`config.mk`:
```
export PLATFORM = sky130hd
export DESIGN_NAME = pif_flag_reg
export DESIGN_NICKNAME = d
export VERILOG_FILES = /design/src/design/pif_pkg.sv /design/src/design/pif_flag_reg.sv
export SDC_FILE = /design/constraint.sdc
export NUM_CORES = 1
export LEC_CHECK = 0
export BUFFER_PORTS_ARGS = -buffer_cell sky130_fd_sc_hd__clkbuf_2
export CAP_MARGIN = 10
export CORE_ASPECT_RATIO = 2
export CORE_MARGIN = 5
export CORE_UTILIZATION = 50
export DETAILED_ROUTE_END_ITERATION = 6
export PLACE_DENSITY = 0.88
export SLEW_MARGIN = 5
export SYNTH_ARGS = -nofsm -noshare
export SYNTH_HDL_FRONTEND = slang
export SYNTH_SLANG_ARGS = --single-unit
```
`constraint.sdc`:
```
create_clock -name clk -period 4.77 [get_ports clk]
set_input_delay 0.2385 -clock clk [delete_from_list [all_inputs] [get_ports clk]]
set_output_delay 0.2385 -clock clk [all_outputs]
set_load 0.02 [all_outputs]
```
`src/design/pif_pkg.sv`:
```
`default_nettype none
package pif_pkg;
    // ****************************************************************
    // Register map
    // ****************************************************************
    localparam logic [7:0] FLAGS_OFFSET   = 8'h10;
    localparam logic [7:0] ENABLE_OFFSET  = 8'h14;
    localparam logic [7:0] CLEAR_OFFSET   = 8'h18;
    localparam logic [7:0] PENDING_OFFSET = 8'h1C;
    localparam int SYNC_SERIAL_BIT   = 7;
    localparam int BUS_COLL_BIT      = 6;
    localparam int CONV_DONE_BIT     = 5;
    localparam int UNUSED_BIT        = 4;
    localparam int CAPTURE_FOUR_BIT  = 3;
    localparam int CAPTURE_THREE_BIT = 2;
    localparam int TX_EMPTY_BIT      = 1;
    localparam int RX_FULL_BIT       = 0;
    localparam logic [7:0] FLAGS_RESET    = 8'h02;
    localparam logic [7:0] WRITABLE_MASK  = 8'hEC;
    localparam logic [7:0] ENABLE_RESET   = 8'h00;
    localparam logic [1:0] RESP_OKAY      = 2'h0;
    localparam logic [1:0] RESP_SLVERR    = 2'h2;

    // ****************************************************************
    // Peripheral event strobes and levels
    // ****************************************************************
    typedef struct packed {
        logic serialXferDone;
        logic masterSeqDone;
        logic idleStartStop;
        logic busCollision;
        logic convDone;
        logic captureFour;
        logic captureThree;
        logic txBufEmpty;
        logic rxBufFull;
    } pif_events_s;
endpackage
`default_nettype wire

```
`src/design/pif_flag_reg.sv`:
```
// The AXI4-Lite register port is this design's own decision.
`timescale 1ns/1ns
`default_nettype none
// Functional notes
// - Serial port flag bit 7 sets on SPI or I2C transfer completion.
// - I2C master start, stop, restart or acknowledge completion sets bit 7.
// - Start or stop seen while serial port idle sets bit 7.
// - Bus collision in I2C master mode sets bit 6.
// - Conversion complete sets bit 5.
// - Bit 4 unimplemented, always reads zero.
// - Capture four pin event sets bit 3.
// - Capture three pin event sets bit 2.
// - Bit 1 follows transmit buffer empty, hardware controlled.
// - Bit 0 follows receive buffer full, hardware controlled.
// - Reset value 0x02; bits 1,0 read-only, 7,6,5,3,2 writable.
module pif_flag_reg (
    // Clock and reset
    input  wire logic                clk,
    input  wire logic                reset,
    input  wire logic                clkEn,
    // Peripheral events
    input  wire pif_pkg::pif_events_s events,
    // AXI4-Lite write address and data
    input  wire logic                awvalid,
    output logic                     awready,
    input  wire logic [7:0]          awaddr,
    input  wire logic                wvalid,
    output logic                     wready,
    input  wire logic [31:0]         wdata,
    input  wire logic [3:0]          wstrb,
    // AXI4-Lite write response
    output logic                     bvalid,
    input  wire logic                bready,
    output logic [1:0]               bresp,
    // AXI4-Lite read
    input  wire logic                arvalid,
    output logic                     arready,
    input  wire logic [7:0]          araddr,
    output logic                     rvalid,
    input  wire logic                rready,
    output logic [31:0]              rdata,
    output logic [1:0]               rresp,
    // Interrupt
    output logic                     irq
);
    // ****************************************************************
    // Event collection
    // ****************************************************************
    logic [7:0] setEv;
    logic [7:0] flags_q, flags_d;
    logic [7:0] enable_q, enable_d;
    logic       awHeld_q, awHeld_d;
    logic       wHeld_q, wHeld_d;
    logic [7:0] awAddr_q, awAddr_d;
    logic [31:0] wData_q, wData_d;
    logic       wLow_q, wLow_d;
    logic       bvalid_q, bvalid_d;
    logic [1:0] bresp_q, bresp_d;
    logic       rvalid_q, rvalid_d;
    logic [31:0] rdata_q, rdata_d;
    logic [1:0] rresp_q, rresp_d;
    logic       doWrite;
    logic [7:0] wrByte;
    logic       awHave;
    logic       wHave;
    logic [7:0] wrAddr;
    logic       wrLow;
    logic [7:0] pending;

    always_comb begin
        setEv = 8'h00;
        setEv[pif_pkg::SYNC_SERIAL_BIT] = events.serialXferDone
                                        | events.masterSeqDone
                                        | events.idleStartStop;
        setEv[pif_pkg::BUS_COLL_BIT]      = events.busCollision;
        setEv[pif_pkg::CONV_DONE_BIT]     = events.convDone;
        setEv[pif_pkg::CAPTURE_FOUR_BIT]  = events.captureFour;
        setEv[pif_pkg::CAPTURE_THREE_BIT] = events.captureThree;
    end

    // ****************************************************************
    // Bus slave
    // ****************************************************************
    // Address and data are latched independently, so either order works
    // Readies drop while frozen, otherwise a master could hand over a word that is never stored
    assign awready = clkEn && !awHeld_q && !bvalid_q;
    assign wready  = clkEn && !wHeld_q && !bvalid_q;
    assign arready = clkEn && !rvalid_q;
    // Built from the registers and the live handshake, never from the next-state values,
    // so the write decode has no combinational loop through the bus process
    assign awHave  = awHeld_q || (awvalid && awready);
    assign wHave   = wHeld_q || (wvalid && wready);
    assign doWrite = awHave && wHave && !bvalid_q;
    assign wrAddr  = awHeld_q ? awAddr_q : awaddr;
    assign wrByte  = wHeld_q ? wData_q[7:0] : wdata[7:0];
    assign wrLow   = wHeld_q ? wLow_q : wstrb[0];

    always_comb begin
        awHeld_d = awHeld_q;
        wHeld_d  = wHeld_q;
        awAddr_d = awAddr_q;
        wData_d  = wData_q;
        wLow_d   = wLow_q;
        bvalid_d = bvalid_q;
        bresp_d  = bresp_q;
        if (awvalid && awready) begin
            awHeld_d = 1'b1;
            awAddr_d = awaddr;
        end
        if (wvalid && wready) begin
            wHeld_d = 1'b1;
            wData_d = wdata;
            wLow_d  = wstrb[0];
        end
        if (bvalid_q && bready) begin
            bvalid_d = 1'b0;
        end
        if (doWrite) begin
            awHeld_d = 1'b0;
            wHeld_d  = 1'b0;
            bvalid_d = 1'b1;
            case (wrAddr)
                pif_pkg::FLAGS_OFFSET,
                pif_pkg::ENABLE_OFFSET,
                pif_pkg::CLEAR_OFFSET: bresp_d = pif_pkg::RESP_OKAY;
                default:               bresp_d = pif_pkg::RESP_SLVERR;
            endcase
        end
    end

    // ****************************************************************
    // Flag and enable registers
    // ****************************************************************
    // Flag and clear writes only reach the writable bits; a set in the same cycle still wins
    always_comb begin
        flags_d  = flags_q;
        enable_d = enable_q;
        if (doWrite && wrLow) begin
            case (wrAddr)
                pif_pkg::FLAGS_OFFSET: begin
                    flags_d = (flags_q & ~pif_pkg::WRITABLE_MASK)
                            | (wrByte & pif_pkg::WRITABLE_MASK);
                end
                pif_pkg::CLEAR_OFFSET: begin
                    flags_d = flags_q & ~(wrByte & pif_pkg::WRITABLE_MASK);
                end
                pif_pkg::ENABLE_OFFSET: begin
                    enable_d = wrByte & ~(8'h01 << pif_pkg::UNUSED_BIT);
                end
                default: begin
                    flags_d = flags_q;
                end
            endcase
        end
        flags_d = flags_d | setEv;
        flags_d[pif_pkg::UNUSED_BIT]   = 1'b0;
        flags_d[pif_pkg::TX_EMPTY_BIT] = events.txBufEmpty;
        flags_d[pif_pkg::RX_FULL_BIT]  = events.rxBufFull;
    end

    assign pending = flags_q & enable_q;

    always_comb begin
        rvalid_d = rvalid_q;
        rdata_d  = rdata_q;
        rresp_d  = rresp_q;
        if (rvalid_q && rready) begin
            rvalid_d = 1'b0;
        end
        if (arvalid && arready) begin
            rvalid_d = 1'b1;
            rresp_d  = pif_pkg::RESP_OKAY;
            case (araddr)
                pif_pkg::FLAGS_OFFSET:   rdata_d = {24'h000000, flags_q};
                pif_pkg::ENABLE_OFFSET:  rdata_d = {24'h000000, enable_q};
                pif_pkg::CLEAR_OFFSET:   rdata_d = 32'h00000000;
                pif_pkg::PENDING_OFFSET: rdata_d = {24'h000000, pending};
                default: begin
                    rdata_d = 32'h00000000;
                    rresp_d = pif_pkg::RESP_SLVERR;
                end
            endcase
        end
    end

    always_ff @(posedge clk or posedge reset) begin
        if (reset) begin
            flags_q  <= pif_pkg::FLAGS_RESET;
            enable_q <= pif_pkg::ENABLE_RESET;
            awHeld_q <= 1'b0;
            wHeld_q  <= 1'b0;
            awAddr_q <= 8'h00;
            wData_q  <= 32'h00000000;
            wLow_q   <= 1'b0;
            bvalid_q <= 1'b0;
            bresp_q  <= 2'h0;
            rvalid_q <= 1'b0;
            rdata_q  <= 32'h00000000;
            rresp_q  <= 2'h0;
        end else if (clkEn) begin
            flags_q  <= flags_d;
            enable_q <= enable_d;
            awHeld_q <= awHeld_d;
            wHeld_q  <= wHeld_d;
            awAddr_q <= awAddr_d;
            wData_q  <= wData_d;
            wLow_q   <= wLow_d;
            bvalid_q <= bvalid_d;
            bresp_q  <= bresp_d;
            rvalid_q <= rvalid_d;
            rdata_q  <= rdata_d;
            rresp_q  <= rresp_d;
        end
    end

    assign bvalid = bvalid_q;
    assign bresp  = bresp_q;
    assign rvalid = rvalid_q;
    assign rdata  = rdata_q;
    assign rresp  = rresp_q;
    assign irq    = |pending;

    // One check per writable flag: an event is never lost, whatever the bus does
    for (genvar i = 0; i < 8; i++) begin : g_setWins
        if (pif_pkg::WRITABLE_MASK[i]) begin : g_bit

        end
    end
endmodule
`default_nettype wire

```
== Yosys cells after proc, flatten, opt, wreduce, memory -nomap -nowiden ==
Cells that the tools add are included.

* Muxes and demuxes: 16
* Reductions and logical operators: 35
* Bitwise logic cells: 7
* Eq/ne operators: 7

{| class="wikitable"
|+ Operator list
! operator !! count
|-
| $eq 8x5->1 const B || 7
|-
| $mux 8 || 3
|-
| $pmux 8 s3 || 1
|-
| $and 8x8->8 || 2
|-
| $pmux 8 s2 || 1
|-
| $reduce_and 2->1 || 8
|-
| $logic_and 1x1->1 || 13
|-
| $mux 1 || 9
|-
| $not 8->8 || 1
|-
| $or 2x8->8 || 1
|-
| $or 8x8->8 || 1
|-
| $reduce_bool 2->1 || 4
|-
| $reduce_or 8->1 || 1
|-
| $logic_not 1->1 || 4
|-
| $mux 2 || 2
|-
| $reduce_or 4->1 || 1
|-
| $reduce_and 3->1 || 1
|-
| $reduce_or 3->1 || 1
|-
| $logic_or 1x1->1 || 2
|-
| $or 1x1->1 || 2
|}

* Register bits: 71

== Longest topological paths before layout ==
* Word-level depth: 10
* Depth in mapped cells: 5
* Gate-level depth less buffers: 4

== Worst setup path after synthesis ==
No wires, ideal clock.

* Path kind: flip-flop to flip-flop
* Start point: reg bvalid_q (netlist: bvalid)
* End point: reg flags_q[2]
* Library setup time: 0.126 ns
* Stages on the path, launching flop included: 5
* Arrival time: 1.671 ns
* Data required time: 4.644 ns
* Slack: 2.973 ns
* Period minus slack after synthesis: 1.797 ns
* Cells stage by stage: dfrtp_1 > nand2b_1 > nor4_4 > o2111ai_2 > a221o_1

* Cells in the longest elaborated chain, start to end: 9
* Elaborated cells between the ends (all ways): 12

{| class="wikitable"
|+ Ends and longest elaborated chain
! element !! RTL line !! text
|-
| start: declaration || pif_flag_reg.sv:57 || <nowiki>logic bvalid_q, bvalid_d;</nowiki>
|-
| start signal: assignment || pif_flag_reg.sv:208 || <nowiki>bvalid_q <= bvalid_d;</nowiki>
|-
| $logic_not 1->1 (*) || pif_flag_reg.sv:86, pif_flag_reg.sv:87, pif_flag_reg.sv:93 ||
|-
| $logic_and 1x1->1 (on tied branches) || pif_flag_reg.sv:86, pif_flag_reg.sv:87 ||
|-
| $logic_and 1x1->1 (on tied branches) || pif_flag_reg.sv:91, pif_flag_reg.sv:92 ||
|-
| $logic_or 1x1->1 (on tied branches) || pif_flag_reg.sv:91, pif_flag_reg.sv:92 ||
|-
| $logic_and 1x1->1 || pif_flag_reg.sv:93 || <nowiki>assign doWrite = awHave && wHave && !bvalid_q;</nowiki>
|-
| $logic_and 1x1->1 (*) || pif_flag_reg.sv:93 ||
|-
| $logic_and 1x1->1 (*) || pif_flag_reg.sv:138 || <nowiki>if (doWrite && wrLow) begin</nowiki>
|-
| $mux 8 (*) || pif_flag_reg.sv:138 ||
|-
| $or 8x8->8 (*) || pif_flag_reg.sv:155 || <nowiki>flags_d = flags_d | setEv;</nowiki>
|-
| end signal: assignment || pif_flag_reg.sv:188 || <nowiki>flags_q <= pif_pkg::FLAGS_RESET;</nowiki>
|-
| end signal: assignment || pif_flag_reg.sv:201 || <nowiki>flags_q <= flags_d;</nowiki>
|-
| end: declaration || pif_flag_reg.sv:50 || <nowiki>logic [7:0] flags_q, flags_d;</nowiki>
|}

Every way passes the cells marked *; elsewhere a longest branch is shown, timed or not.
A chain may end at the register's enable or synchronous reset.

== Final worst setup path ==
* Start point: reg bvalid_q (netlist: bvalid)
* End point: reg awAddr_q[0]

* Cells in the longest elaborated chain, start to end: 4

{| class="wikitable"
|+ Ends and longest elaborated chain
! element !! RTL line !! text
|-
| $logic_not 1->1 || pif_flag_reg.sv:86 || <nowiki>assign awready = clkEn && !awHeld_q && !bvalid_q;</nowiki>
|-
| $logic_and 1x1->1 || pif_flag_reg.sv:86 ||
|-
| $logic_and 1x1->1 || pif_flag_reg.sv:106 || <nowiki>if (awvalid && awready) begin</nowiki>
|-
| $reduce_and 2->1 (no line) || - ||
|-
| end signal: assignment || pif_flag_reg.sv:205 || <nowiki>awAddr_q <= awAddr_d;</nowiki>
|-
| end: declaration || pif_flag_reg.sv:54 || <nowiki>logic [7:0] awAddr_q, awAddr_d;</nowiki>
|}

Every way passes these cells.

==> results.py <==
metrics = {
    "status": {
        "status": "complete, no violations",
    },
    "floorplanning": {
        "die_w_um": 58.90,
        "dieHeight_um": 107.8,
        "core_area_mm2": 0.004642,
        "io_pins": 111,
        "rows": 35,
        "start_util_pct": 51.51,
        "die_area_mm2": 0.006349,
    },
    "routing": {
        "ant_nets": 0,
        "drt_iter0_markers": 34,
        "drc_errors": 0,
        "vias": 1852,
        "vias_per_cell": 5.629,
        "wire_per_inst_um": 16.21,
        "wl_um": 5332,
        "drtPass1Iterations": 4,
    },
    "critical_path": {
        "cpPeakStageDelay_ns": 1.02,
        "crit_type": "flip-flop to flip-flop",
        "path_cells": "nand2b_1 -> nor3b_1 -> mux2_2",
        "end_kind": "flip-flop",
        "cp_top_family": "simple AND/OR/NAND/NOR gates",
        "critical_path.slowest_cell": "nor3b_1",
        "cp_num_buf_inv": 0,
        "cp_max_fo": 10,
        "crit_start": "bvalid",
        "critPathRequiredTime_ns": 4.95,
        "start_kind": "flip-flop",
        "r2r_start": "bvalid",
        "cp_data_arrival_time_ns": 2.44,
    },
    "placement": {
        "dpl.hpwl_um": 4194,
        "portBuffers": 55,
        "dp_cells": 321,
        "place_area_mm2": 0.002609,
        "gp_congestion": 0.8128,
    },
    "sta": {
        "final.setup_skew_ns": 0.007469,
        "fin_tns_setup_ns": 0,
        "min_period_ns": 2.267,
        "fmax_mhz": 441.0,
        "finalCritPeriodShare_pct": 47.54,
        "worst_pin_slew_ns": 1.180,
        "final_hold_viol_count": 0,
        "rsz0062_at_grt": "false",
        "setup-violations-final": 0,
        "max-slew-margin-rel_pct": 21.14,
        "slew_viol_final": 0,
    },
    "synth": {
        "synth-async-reset-ratio_pct": 100.0,
        "synth.largest_area_cell": "dfrtp_1",
        "yosys_warnings": 0,
        "syn_area_mm2": 0.002391,
        "synth_top_cell_area_share_pct": 43.96,
        "yosysSeqAreaShare_pct": 45.05,
        "synth_common_cells": "42 x dfrtp_1, 27 x buf_4, 20 x mux2_2, 19 x nand2_1, 14 x mux2i_1",
        "yosysMostFrequentCell": "dfrtp_1",
        "ys.flop_type": "dfrtp_1",
        "synth_cell_types": 43,
        "synth_seq_cells": 43,
        "synth_edf_count": 0,
        "synth_cells": 218,
        "synthTopCellsByArea": "dfrtp_1 44%, mux2_2 9.4%, buf_4 8.5%, mux2i_1 5.9%, nand2_1 3.0%",
        "syn_avg_cell_area_um2": 10.97,
    },
    "clock_tree": {
        "cts_hold_buf": 0,
        "cts-buffers-inserted": 5,
        "cts_setup_buffers": 0,
        "cts_root_buffer": "clkbuf_8",
        "cts_buffer_depth": 2,
        "htree_levels": 2,
        "clock-sinks": 43,
        "clock_latency_ns": 0.29,
        "cts_resized": 0,
        "clk_pin_slew_worst_paths_ns": 0.08,
        "cts_tree": "built",
    },
    "layout": {
        "register_area_mm2": 0.001077,
        "fin_cells": 329,
        "postLayoutCellArea_mm2": 0.002700,
        "n_fill_cell": 412,
        "drive_gt1_share_pct": 34.31,
        "multi_input_area_mm2": 0.001150,
        "diodes": 0,
        "nets": 342,
        "syn_to_final_growth_pct": 12.93,
    },
    "pwr": {
        "p_per_area_mw_per_mm2": 423.8,
        "leakage_nw": 1.325,
        "ir_drop_mv": 0.3772,
    },
    "grt": {
        "antenna_found_initial": 0,
        "grt_remaining_overflow": 0,
        "grtUsageTotal_pct": 17.82,
        "grt_max_degree": 44,
        "grt_pass1_vias": 1895,
        "grt_pass1_wl_um": 8507,
    },
    "run": {
        "drv_cap": 0,
    },
    "min_path": {
        "hold_class": "input pin to async pin",
    },
}
[layout make-up]
| cell class | instances | area share, % |
|---|---|---|
| multi-input cells | 159 | 42.59 |
| flip-flops and latches | 43 | 39.90 |
| repair buffers | 56 | 10.47 |
| clock buffers | 7 | 3.197 |
| well taps | 55 | 2.549 |
| inverters | 8 | 1.112 |
| clock inverters | 1 | 0.1854 |
[cells in the final DEF, fill, tap and decap left out, types with 2 or more instances in the layout]
| cell | synthesis | layout |
|---|---|---|
| nor4_4 | 2 | 2 |
| o22ai_1 | 3 | 3 |
| nand2_1 | 19 | 19 |
| mux2i_1 | 14 | 14 |
| a21oi_1 | 3 | 3 |
| mux2_4 | 2 | 2 |
| a221o_1 | 2 | 2 |
| nand2b_1 | 6 | 6 |
| clkbuf_8 | 0 | 6 |
| conb_1 | 1 | 27 |
| inv_1 | 8 | 8 |
| mux2_2 | 20 | 20 |
| o31ai_1 | 3 | 3 |
| o32a_1 | 2 | 2 |
| dfrtp_1 | 42 | 42 |
| a22oi_1 | 6 | 6 |
| clkbuf_2 | 0 | 55 |
| nor2_1 | 11 | 11 |
| nor4b_1 | 2 | 2 |
| a21o_1 | 5 | 5 |
| o211ai_1 | 2 | 2 |
| a32oi_1 | 6 | 6 |
| o21ai_0 | 5 | 5 |
| nor2b_1 | 2 | 2 |
[sequential cells by signal (all words and copies together) (netlist names)]
name / cells
awAddr_q: 8
enable_q: 7
flags_q: 7
rdata: 7
wData_q: 7
awHeld_q: 1
bresp: 1
bvalid: 1
rresp: 1
rvalid: 1
wHeld_q: 1
wLow_q: 1
[where the power goes]
part           switching [mW]  internal [mW]
Combinational           0.194          0.173
Sequential             0.0868          0.455
Clock                   0.119          0.117
[tightest hold or removal path, cell delays in order]
cell and delay [ns]:
clkbuf_2 0.08, inv_1 0.04, buf_4 0.44
[layer usage]
| metal | vias up | global-route usage (%) | part of all wire (%) |
|---|---|---|---|
| li1 | 852 | - | - |
| met1 | 890 | 17.01 | 32 |
| met2 | 91 | 32.59 | 56 |
| met3 | 19 | 3.481 | 7.4 |
| met4 | 0 | 11.67 | 5.0 |
| met5 | - | 0 | 0 |
[stage by stage]
stage	hold WS, ns	power, mW	setup WS [ns]	utilization [%]
after CTS	0.05690	1.149	2.470	58.17
after global routing	0.1113	1.211	2.358	58.17
after floorplan	0.3553	0.8298	2.973	-
final	0.04708	1.144	2.503	58.17
after detailed placement	0.3790	0.9108	2.369	56.20
after global placement	0.3796	0.8893	2.437	56.20
[logic make-up (layout without fill, tap and decap cells)]
logic type | count (synthesis) | count (layout) | share of synthesized area (%)
DFF | 43 | 43 | 45.06
buffers and inverters | 42 | 72 | 10.94
and+or+nand+nor | 51 | 51 | 12.25
AOI/OAI and AO/OA | 45 | 45 | 15.07
other | 1 | 27 | 0.1568
muxes | 36 | 36 | 16.54
[final timing paths]
kind	endpoint	slack, ns	cells after the start
min in group clk	flags_q[1]	0.18	2
max in group asynchronous	flags_q[1]	4.36	3
hold reg to reg	rdata[6]	0.48	2
hold / removal	flags_q[7]	0.05	3
setup / recovery	awAddr_q[0]	2.50	3
setup reg to reg	awAddr_q[0]	2.50	3
(Power assumes the default switching activity.)
